`config.mk`:
```
export PLATFORM = sky130hd
export DESIGN_NAME = ofirq_core
export DESIGN_NICKNAME = d
export VERILOG_FILES = /design/src/common/ofirq_pkg.sv /design/src/common/ofirq_if.sv /design/src/rtl/ofirq_pin.sv /design/src/rtl/ofirq_core.sv
export SDC_FILE = /design/constraint.sdc
export NUM_CORES = 1
export LEC_CHECK = 0
export BUFFER_PORTS_ARGS = -buffer_cell sky130_fd_sc_hd__buf_2
export CELL_PAD_IN_SITES_DETAIL_PLACEMENT = 1
export CELL_PAD_IN_SITES_GLOBAL_PLACEMENT = 1
export CORE_MARGIN = 5
export CORE_UTILIZATION = 23
export CTS_CLUSTER_DIAMETER = 120
export DETAILED_ROUTE_END_ITERATION = 16
export GPL_TIMING_DRIVEN = 0
export PLACE_DENSITY = 0.54
export SLEW_MARGIN = 20
export SYNTH_ARGS = -nofsm -noshare
export SYNTH_HDL_FRONTEND = slang
export SYNTH_HIERARCHICAL = 1
export SYNTH_SLANG_ARGS = --single-unit
```
`constraint.sdc`:
```
create_clock -name mclk -period 2.64 [get_ports mclk]
set_input_delay 0.132 -clock mclk [delete_from_list [all_inputs] [get_ports mclk]]
set_output_delay 0.132 -clock mclk [all_outputs]
set_load 0.02 [all_outputs]
```
`src/common/ofirq_pkg.sv`:
```
// Package with register offsets, field positions, defaults and timing for the oscillator-fail and pin block.
package ofirq_pkg;
	// Register offsets.
	localparam logic [4:0] reg_calib   = 5'h08;
	localparam logic [4:0] reg_wdog    = 5'h09;
	localparam logic [4:0] reg_almcfg  = 5'h0a;
	localparam logic [4:0] reg_flags   = 5'h0f;
	localparam logic [4:0] reg_osc     = 5'h01;
	localparam logic [4:0] reg_ctrl    = 5'h10;
	localparam logic [4:0] reg_evstat  = 5'h11;
	localparam logic [4:0] reg_evmask  = 5'h12;
	// Field positions.
	localparam int bit_out          = 7;
	localparam int bit_freq_test    = 6;
	localparam int bit_halt         = 7;
	localparam int bit_alarm_pin    = 7;
	localparam int bit_square_wave  = 6;
	localparam int bit_backup_alarm = 5;
	localparam int bit_stop_irq_en  = 7;
	localparam int bit_stop_flag    = 2;
	localparam int bit_stamp        = 6;
	localparam int ev_stop_set      = 0;
	localparam int ev_osc_fail      = 1;
	// Control register bits.
	localparam int bit_init_pwr = 0;
	localparam int bit_bat_pwr  = 1;
	// Defaults.
	localparam logic [7:0] wdog_reset  = 8'h00;
	localparam logic [1:0] ev_reset    = 2'h0;
	localparam logic       one_bit     = 1'b1;
	localparam logic       zero_bit    = 1'b0;
	// Timing: oscillator must run this long before the flag may be cleared.
	localparam int osc_settle_s   = 4;
	localparam int clk_hz         = 100000000;
	localparam longint osc_settle_cycles = longint'(osc_settle_s) * longint'(clk_hz);
endpackage

```
`src/common/ofirq_if.sv`:
```
// Interface carrying pin-drive decisions between the control core and the pin driver.
`timescale 1ns/1ps
interface ofirq_pin_if;
	logic       stop_irq;
	logic       out_level;
	logic       freq_test;
	logic       alarm_pin;
	logic       square_wave;
	logic [7:0] wdog;
	modport core (output stop_irq, output out_level, output freq_test,
		output alarm_pin, output square_wave, output wdog);
	modport pin  (input stop_irq, input out_level, input freq_test,
		input alarm_pin, input square_wave, input wdog);
endinterface

```
`src/rtl/ofirq_pin.sv`:
```
// Pin driver deciding the open-drain level of the shared interrupt and output pin.
`timescale 1ns/1ps
module ofirq_pin (
	input  wire logic   mclk,
	input  wire logic   rst,
	ofirq_pin_if.pin    pif,
	output logic        pin_low
);
	wire plain_out;
	wire next_low;

	assign plain_out = !pif.freq_test && !pif.alarm_pin && !pif.square_wave
		&& (pif.wdog == ofirq_pkg::wdog_reset);
	assign next_low = pif.stop_irq || (plain_out && !pif.out_level);

	always_ff @(posedge mclk or posedge rst)
	begin
		if (rst)
			pin_low <= ofirq_pkg::zero_bit;
		else
			pin_low <= next_low;
	end

	a_plain_low: assert property (@(posedge mclk) disable iff (rst)
		(plain_out && !pif.out_level) |=> pin_low) else $error("pin not low in plain mode");
	a_irq_low: assert property (@(posedge mclk) disable iff (rst)
		pif.stop_irq |=> pin_low) else $error("pin not low on interrupt");
	a_plain_high: assert property (@(posedge mclk) disable iff (rst)
		(plain_out && pif.out_level && !pif.stop_irq) |=> !pin_low) else $error("pin low with output bit set");
endmodule // ofirq_pin

```
`src/rtl/ofirq_core.sv`:
```
// Oscillator-fail flag, its interrupt, pin driver control and power-up defaults of the clock chip.
// What this block does
// - Stop flag stays set until written zero.
// - Enable and flag together pull pin low.
// - Only writes release interrupt, not reads.
// - Plain mode: pin follows output bit.
// - In plain mode, output bit zero drives pin low.
// - Initial power clears watchdog and enables.
// - Initial power sets halt, out, flags.
// - Battery power-up: stamp set, test/watchdog cleared.
// - Other bits undefined at initial power.
// - Halt write or failure sets flag.
//
// Local design decisions: the address map and the strobed register port.
`timescale 1ns/1ps
module ofirq_core (
	input  wire logic       mclk,
	input  wire logic       rst,
	input  wire logic [4:0] addr,
	input  wire logic [7:0] wdata,
	input  wire logic       wr,
	input  wire logic       rd,
	input  wire logic       osc_fail,
	output logic [7:0]      rdata,
	output logic            irq_pin_o,
	output logic            irq_pin_oe_n,
	output logic            evt_irq
);
	logic       osc_halt_bit;
	logic       out_level;
	logic       freq_test_enable;
	logic [7:0] watchdog;
	logic       alarm_pin_enable;
	logic       square_wave_enable;
	logic       backup_alarm_enable;
	logic       osc_stop_flag;
	logic       osc_stop_irq_enable;
	logic       power_down_stamp_flag;
	logic [1:0] ev_status;
	logic [1:0] ev_mask;
	logic       pin_low;
	logic       fail_q;

	ofirq_pin_if pif ();

	function automatic logic hit(input logic [4:0] a, input logic [4:0] r);
		hit = (a == r);
	endfunction

	wire wr_calib  = wr && hit(addr, ofirq_pkg::reg_calib);
	wire wr_wdog   = wr && hit(addr, ofirq_pkg::reg_wdog);
	wire wr_almcfg = wr && hit(addr, ofirq_pkg::reg_almcfg);
	wire wr_flags  = wr && hit(addr, ofirq_pkg::reg_flags);
	wire wr_osc    = wr && hit(addr, ofirq_pkg::reg_osc);
	wire wr_ctrl   = wr && hit(addr, ofirq_pkg::reg_ctrl);
	wire wr_evstat = wr && hit(addr, ofirq_pkg::reg_evstat);
	wire wr_evmask = wr && hit(addr, ofirq_pkg::reg_evmask);
	// Power events arrive as writes to the control register, standing in for supply sensing.
	wire init_pwr  = wr_ctrl && wdata[ofirq_pkg::bit_init_pwr];
	wire bat_pwr   = wr_ctrl && wdata[ofirq_pkg::bit_bat_pwr] && !init_pwr;
	wire halt_set  = wr_osc && wdata[ofirq_pkg::bit_halt];
	wire fail_rise = osc_fail && !fail_q;
	wire stop_set  = halt_set || fail_rise || init_pwr;
	wire stop_clr  = wr_flags && !wdata[ofirq_pkg::bit_stop_flag];
	// A set in the same cycle as a clearing write wins, so a fresh failure is never lost.
	wire next_stop = stop_set ? ofirq_pkg::one_bit : (stop_clr ? ofirq_pkg::zero_bit : osc_stop_flag);
	wire [1:0] ev_in;
	wire [1:0] next_ev;

	assign ev_in[ofirq_pkg::ev_stop_set] = stop_set;
	assign ev_in[ofirq_pkg::ev_osc_fail] = fail_rise;

	// Each event bit is sticky and cleared by writing a one; a new event beats the clear.
	generate
		for (genvar gi = 0; gi < 2; gi++)
		begin : g_ev
			assign next_ev[gi] = ev_in[gi] || (ev_status[gi] && !(wr_evstat && wdata[gi]));
		end
	endgenerate

	wire [7:0] rd_mux =
		hit(addr, ofirq_pkg::reg_osc)    ? {osc_halt_bit, 7'h00} :
		hit(addr, ofirq_pkg::reg_calib)  ? {out_level, freq_test_enable, 6'h00} :
		hit(addr, ofirq_pkg::reg_wdog)   ? watchdog :
		hit(addr, ofirq_pkg::reg_almcfg) ? {alarm_pin_enable, square_wave_enable, backup_alarm_enable, 5'h00} :
		hit(addr, ofirq_pkg::reg_flags)  ? {1'b0, power_down_stamp_flag, 3'h0, osc_stop_flag, 2'h0} :
		hit(addr, ofirq_pkg::reg_evstat) ? {6'h00, ev_status} :
		hit(addr, ofirq_pkg::reg_evmask) ? {6'h00, ev_mask} : 8'h00;

	always_ff @(posedge mclk or posedge rst)
	begin
		if (rst)
		begin
			watchdog            <= ofirq_pkg::wdog_reset;
			alarm_pin_enable    <= ofirq_pkg::zero_bit;
			backup_alarm_enable <= ofirq_pkg::zero_bit;
			square_wave_enable  <= ofirq_pkg::zero_bit;
			osc_stop_irq_enable <= ofirq_pkg::zero_bit;
			freq_test_enable    <= ofirq_pkg::zero_bit;
			osc_halt_bit          <= ofirq_pkg::one_bit;
			out_level             <= ofirq_pkg::one_bit;
			osc_stop_flag         <= ofirq_pkg::one_bit;
			power_down_stamp_flag <= ofirq_pkg::one_bit;
			ev_status <= ofirq_pkg::ev_reset;
			ev_mask   <= ofirq_pkg::ev_reset;
			fail_q    <= ofirq_pkg::zero_bit;
			rdata     <= 8'h00;
			evt_irq   <= ofirq_pkg::zero_bit;
		end
		else
		begin
			fail_q <= osc_fail;
			rdata <= rd ? rd_mux : 8'h00;
			osc_stop_flag <= next_stop;
			ev_status <= next_ev;
			evt_irq <= |(next_ev & ev_mask);
			if (wr_evmask)
				ev_mask <= wdata[1:0];
			if (init_pwr)
			begin
				watchdog            <= ofirq_pkg::wdog_reset;
				alarm_pin_enable    <= ofirq_pkg::zero_bit;
				backup_alarm_enable <= ofirq_pkg::zero_bit;
				square_wave_enable  <= ofirq_pkg::zero_bit;
				osc_stop_irq_enable <= ofirq_pkg::zero_bit;
				freq_test_enable    <= ofirq_pkg::zero_bit;
				osc_halt_bit          <= ofirq_pkg::one_bit;
				out_level             <= ofirq_pkg::one_bit;
				power_down_stamp_flag <= ofirq_pkg::one_bit;
			end
			else if (bat_pwr)
			begin
				power_down_stamp_flag <= ofirq_pkg::one_bit;
				freq_test_enable      <= ofirq_pkg::zero_bit;
				watchdog              <= ofirq_pkg::wdog_reset;
			end
			else
			begin
				if (wr_osc)
					osc_halt_bit <= wdata[ofirq_pkg::bit_halt];
				if (wr_calib)
				begin
					out_level        <= wdata[ofirq_pkg::bit_out];
					freq_test_enable <= wdata[ofirq_pkg::bit_freq_test];
				end
				if (wr_wdog)
					watchdog <= wdata;
				if (wr_almcfg)
				begin
					alarm_pin_enable    <= wdata[ofirq_pkg::bit_alarm_pin];
					square_wave_enable  <= wdata[ofirq_pkg::bit_square_wave];
					backup_alarm_enable <= wdata[ofirq_pkg::bit_backup_alarm];
					osc_stop_irq_enable <= wdata[ofirq_pkg::bit_stop_irq_en];
				end
				if (wr_flags)
					power_down_stamp_flag <= wdata[ofirq_pkg::bit_stamp];
			end
		end
	end

	assign pif.stop_irq    = osc_stop_flag && osc_stop_irq_enable;
	assign pif.out_level   = out_level;
	assign pif.freq_test   = freq_test_enable;
	assign pif.alarm_pin   = alarm_pin_enable;
	assign pif.square_wave = square_wave_enable;
	assign pif.wdog        = watchdog;

	ofirq_pin u_pin (
		.mclk    (mclk),
		.rst     (rst),
		.pif     (pif),
		.pin_low (pin_low)
	);

	// Open drain: the level is always low and the active-low enable decides whether it is driven.
	// The extra stage keeps both pin outputs straight from flip-flops, at the cost of one cycle of latency.
	always_ff @(posedge mclk or posedge rst)
	begin
		if (rst)
		begin
			irq_pin_o    <= ofirq_pkg::zero_bit;
			irq_pin_oe_n <= ofirq_pkg::one_bit;
		end
		else
		begin
			irq_pin_o    <= ofirq_pkg::zero_bit;
			irq_pin_oe_n <= !pin_low;
		end
	end

	// The stop flag only falls on an explicit zero write that no set event overrides.
	a_stop_sticky: assert property (@(posedge mclk) disable iff (rst)
		(osc_stop_flag && !stop_clr) |=> osc_stop_flag)
		else $error("stop flag dropped without clear");
	a_stop_clear: assert property (@(posedge mclk) disable iff (rst)
		(stop_clr && !stop_set) |=> !osc_stop_flag)
		else $error("stop flag not cleared by zero write");
	a_flags_read: assert property (@(posedge mclk) disable iff (rst)
		(rd && hit(addr, ofirq_pkg::reg_flags)) |=> (rdata[ofirq_pkg::bit_stop_flag] == $past(osc_stop_flag)))
		else $error("flags read does not show stop flag");

	// Reads never disturb the flag or release the interrupt.
	a_read_keeps: assert property (@(posedge mclk) disable iff (rst)
		(rd && osc_stop_flag && !wr) |=> osc_stop_flag)
		else $error("read changed stop flag");
	a_irq_release: assert property (@(posedge mclk) disable iff (rst)
		(pif.stop_irq && !wr) |=> pif.stop_irq)
		else $error("interrupt released without write");
	a_enable_release: assert property (@(posedge mclk) disable iff (rst)
		(wr_almcfg && !wdata[ofirq_pkg::bit_stop_irq_en]) |=> !pif.stop_irq)
		else $error("interrupt kept after enable cleared");

	// Every cause of an oscillator stop leaves the flag set.
	a_halt_sets: assert property (@(posedge mclk) disable iff (rst)
		halt_set |=> osc_stop_flag)
		else $error("halt write did not set flag");
	a_fail_sets: assert property (@(posedge mclk) disable iff (rst)
		fail_rise |=> osc_stop_flag && ev_status[ofirq_pkg::ev_osc_fail])
		else $error("oscillator failure did not set flag");
	a_event_sticky: assert property (@(posedge mclk) disable iff (rst)
		(ev_status[ofirq_pkg::ev_osc_fail] && !(wr_evstat && wdata[ofirq_pkg::ev_osc_fail]))
		|=> ev_status[ofirq_pkg::ev_osc_fail])
		else $error("failure event dropped without clear");

	// Power-up defaults.
	a_init_zeros: assert property (@(posedge mclk) disable iff (rst)
		init_pwr |=> (watchdog == ofirq_pkg::wdog_reset) && !alarm_pin_enable && !backup_alarm_enable
		&& !square_wave_enable && !osc_stop_irq_enable && !freq_test_enable)
		else $error("initial cleared bits wrong");
	a_init_ones: assert property (@(posedge mclk) disable iff (rst)
		init_pwr |=> osc_halt_bit && out_level && osc_stop_flag && power_down_stamp_flag)
		else $error("initial set bits wrong");
	a_bat_power: assert property (@(posedge mclk) disable iff (rst)
		bat_pwr |=> power_down_stamp_flag && !freq_test_enable && (watchdog == ofirq_pkg::wdog_reset))
		else $error("battery power-up wrong");
	a_bat_keeps: assert property (@(posedge mclk) disable iff (rst)
		(bat_pwr && !fail_rise) |=> (osc_halt_bit == $past(osc_halt_bit)) && (out_level == $past(out_level))
		&& (alarm_pin_enable == $past(alarm_pin_enable)) && (square_wave_enable == $past(square_wave_enable))
		&& (backup_alarm_enable == $past(backup_alarm_enable))
		&& (osc_stop_irq_enable == $past(osc_stop_irq_enable)) && (osc_stop_flag == $past(osc_stop_flag)))
		else $error("battery power-up changed kept bits");

	// The pin enable follows its cause two edges later: one in the driver, one in the output stage.
	a_irq_pin: assert property (@(posedge mclk) disable iff (rst)
		pif.stop_irq |-> ##2 !irq_pin_oe_n)
		else $error("pin not pulled on interrupt");
	a_plain_pin: assert property (@(posedge mclk) disable iff (rst)
		(!freq_test_enable && !alarm_pin_enable && !square_wave_enable
		&& (watchdog == ofirq_pkg::wdog_reset) && !out_level) |-> ##2 !irq_pin_oe_n)
		else $error("pin not pulled with output bit low");
	a_pin_release: assert property (@(posedge mclk) disable iff (rst)
		(!pif.stop_irq && (out_level || freq_test_enable || alarm_pin_enable || square_wave_enable
		|| (watchdog != ofirq_pkg::wdog_reset))) |-> ##2 irq_pin_oe_n)
		else $error("pin pulled without a cause");
endmodule // ofirq_core

```
==> metrics.md <==
| Metric | Value |
|---|---|
| Residual DRC count | 0 |
| Largest net degree at the start of global routing | 32 |
| Skew-Pair Late Insertion Delay | 280 ps |
| CTS clock-pin slew for the worst setup and hold paths | about 70 ps |
| I/O pin total | 29 |
| Top cells by count, synth | dfrtp_1 (27), nand2_1 (12), nand3_1 (11) |
| Final period utilization | around 49% |
| Power share of the clock group | approximately two fifths |
| Global Route Usage Sum | between 10% and 20% |
| Top cells by area, synth | dfrtp_1 (46%), dfstp_2 (9.0%), nand3_1 (3.8%) |
| Sw Ratio | 24.99% |
| Syn Inst Count | roughly 140 |
| Synth top area share | between 40 and 50% |
| Iter 0 DRT Violations | 70 |
| Vert. Die Dim | 89.88 um |
| Number of max-cap violations | 0 |
| Post-CTS Setup Inserts | 0 |
| Fmax | 0.7763 GHz |
| Initial antenna violation count | 0 |
| Area leader, netlist | dfrtp_1 |
| CP startpoint kind | input port |
| Main synth FF type | dfrtp_1 |
| H-tree levels | 2 |
| Relative slew slack | between 50% and 60% |
| Net count after synthesis | approximately 160 |
| Placed Instances | ~240 |
| Layout cell share with drive strength beyond 1 | 27.84% |
| Status | finished, final reports clean |
| First-pass GRT wire length | between 7000 and 8000 um |
| Pins Over Slew Limit | 0 |
| Syn Area/Cell | about 11 um2 |
| Min-delay worst type | input port to flip-flop |
| P_leak | about 0.88 nW |
| Count leader, synth | dfrtp_1 |
| Starting Density | a little under a quarter |
| WL final | about 4000 um |
| Data arrival, critical path | roughly 1500 ps |
| Clock Skew | between 5 and 6 ps |
| Worst Path Max Fanout | 9 |
| Area growth syn-to-layout | 25.75% |
| Grt ovf | 0 |
| Root buf cell | clkbuf_8 |
| Worst slew pin tran | 660.7 ps |
| Crit-path slowest cell | nor3_2 |
| Die W | 89.88 um |
| Post-synthesis sequential area ratio | between 50% and 60% |
| Clock Tree Buf Depth | 2 |
| Die area | between 0.008 and 0.009 mm2 |
| TritonCTS buffer count | 5 |
| DRT antenna net count | 0 |
| Net count, final | approximately 190 |
| Type of the worst setup path | input port to flip-flop |
| Setup tns final | 0 ps |
| Crit path cell chain | buf_2, nor3_2, o2111a_1, buf_2, a21oi_1, a32o_1 |
| Post-CTS sizing | 0 |
| Cell Pwr Density | ~710 mW/mm2 |
| Tmin final | 1288 ps |
| Routed wire length per instance | 15.75 um |
| Count of cell types in the netlist | 37 |
| GP Congestion | 0.7786 |
| Routed vias | 1203 |
| Synth Cell Area | 0.001468 mm2 |
| P_sw | ~330 uW |
| CP dominant cell by count | buf_2 |
| Vias in the first global route | 1371 |
| CP endpoint kind | flip-flop |
| Pre-antenna DRT Iters | 4 |
| Critical path required time | 2810 ps |
| CP peak stage delay | 400 ps |
| Post-synth EDFFs | 0 |
| Clock sink count | 32 |
| Finished Layout Cells | about 250 |
| Power Internal | 979.4 uW |
| Endpoints failing hold | 0 |
| CTS tree | built |
| Sequential share of power | approximately 48% |
| CP top delay family | compound AO/OA/AOI/OAI gates |
| Peak VDD IR | between 0.0002 and 0.0003 V |
| #FFs+latches synth | 32 |
| Cell Rows | 29 |
| Buffers on Ports | 27 |
| CP bufs+invs | 2 |
| Core Area | ~0.0063 mm2 |
| Comb pwr share | 13.1% |
| Async SR Flop Fraction | 100.0% |
| Antenna diode count | 0 |
| Synth warn | 6 |
| RSZ-0062 raised after global routing | no |
| DP HPWL | just over 3000 um |
| Final setup violation count | 0 |
| Via-to-Cell Ratio | ~4.8 |
==> routing by layer <==
metal | track usage [%] | part of all wire [%] | vias to the layer above
met5 | 0 | 0 | -
met4 | 4.715 | 1.8 | 0
met3 | 2.588 | 3.6 | 6
met2 | 16.34 | 47 | 23
met1 | 14.02 | 47 | 599
li1 | - | - | 575
==> layout make-up <==
cell class | count | area [um2]
fillers | 734 | 4432
flip-flops and latches | 32 | 807.0
multi-input cells | 95 | 606.8
repair buffers | 29 | 155.1
clock buffers | 7 | 96.34
well taps | 77 | 96.34
clock inverters | 1 | 30.03
plain buffers | 5 | 27.53
inverters | 7 | 26.28
==> metrics by stage <==
| stage | area [um2] | hold slack [ps] | total power [mW] | worst slack, ps | utilization [%] |
|---|---|---|---|---|---|
| 2_1_floorplan | 1468 | -139.3 | 0.7249 | 1496 | - |
| 3_3_place_gp | 1699 | -24.56 | 0.7947 | 1089 | 27.07 |
| 3_5_place_dp | 1699 | -4.972 | 0.8018 | 1046 | 27.07 |
| 4_1_cts | 1846 | 113.5 | 1.324 | 1349 | 29.40 |
| 5_1_grt | 1846 | 130.1 | 1.374 | 1243 | 29.40 |
| 6_report | 1846 | 117.3 | 1.306 | 1352 | 29.40 |
==> placed cells by master (no fill, tap or decap), types with 3 or more instances in the layout <==
master	instances
o21ai_0	5
nand2_1	12
buf_2	28
a22oi_1	5
mux2i_1	5
nor4_1	3
a31oi_1	3
nor2b_1	3
and2_1	5
dfrtp_1	27
clkbuf_8	7
nand3_1	11
inv_1	6
dfstp_2	5
nand4_1	4
and3_1	3
nor2_1	9
a21oi_1	6
==> path summary, 6_finish.rpt <==
check	cells past startpoint	end	from	slack, ps
setup reg to reg	2	u_pin/pin_low	osc_stop_irq_enable	1620
hold reg to reg	1	irq_pin_oe_n	u_pin/pin_low	350
min in group asynchronous	3	u_pin/pin_low	rst	250
max in group asynchronous	3	rdata[1]	rst	1700
hold / removal	3	pif.wdog[4]	wdata[4]	120
setup / recovery	6	pif.wdog[1]	addr[2]	1350
==> power by group through the flow <==
stage	clock network (mW)	logic, mW	registers, mW
after detailed placement	0	0.173	0.629
after global placement	0	0.166	0.629
after floorplan	0	0.0991	0.626
after CTS	0.528	0.175	0.621
final	0.514	0.172	0.620
after global routing	0.548	0.196	0.630
==> timing repair <==
item | CTS | global route
hold endpoints to repair | 28 | 0
setup endpoints to repair | 0 | 0
hold buffers | 2 | 0
==> registers in the layout (all words and copies together) (netlist names), 2 cells and up <==
name and count:
ev_status 2, rdata 8, pif.wdog 8, ev_mask 2
==> logic make-up (layout without fill, tap and decap cells) <==
group	count (synthesis)	after routing	synth area share [%]
simple gates	56	56	21.14
flops	32	32	54.99
compound gates	31	31	15.00
buf+inv	12	49	3.666
mux	7	7	4.945
other cells	1	1	0.2555
==> worst reg2reg max path, stage by stage, from the launching register on <==
cell     delay, ps
dfrtp_1        420
nor4_1         340
a31o_1         190
Power figures use the tool's default switching activity.
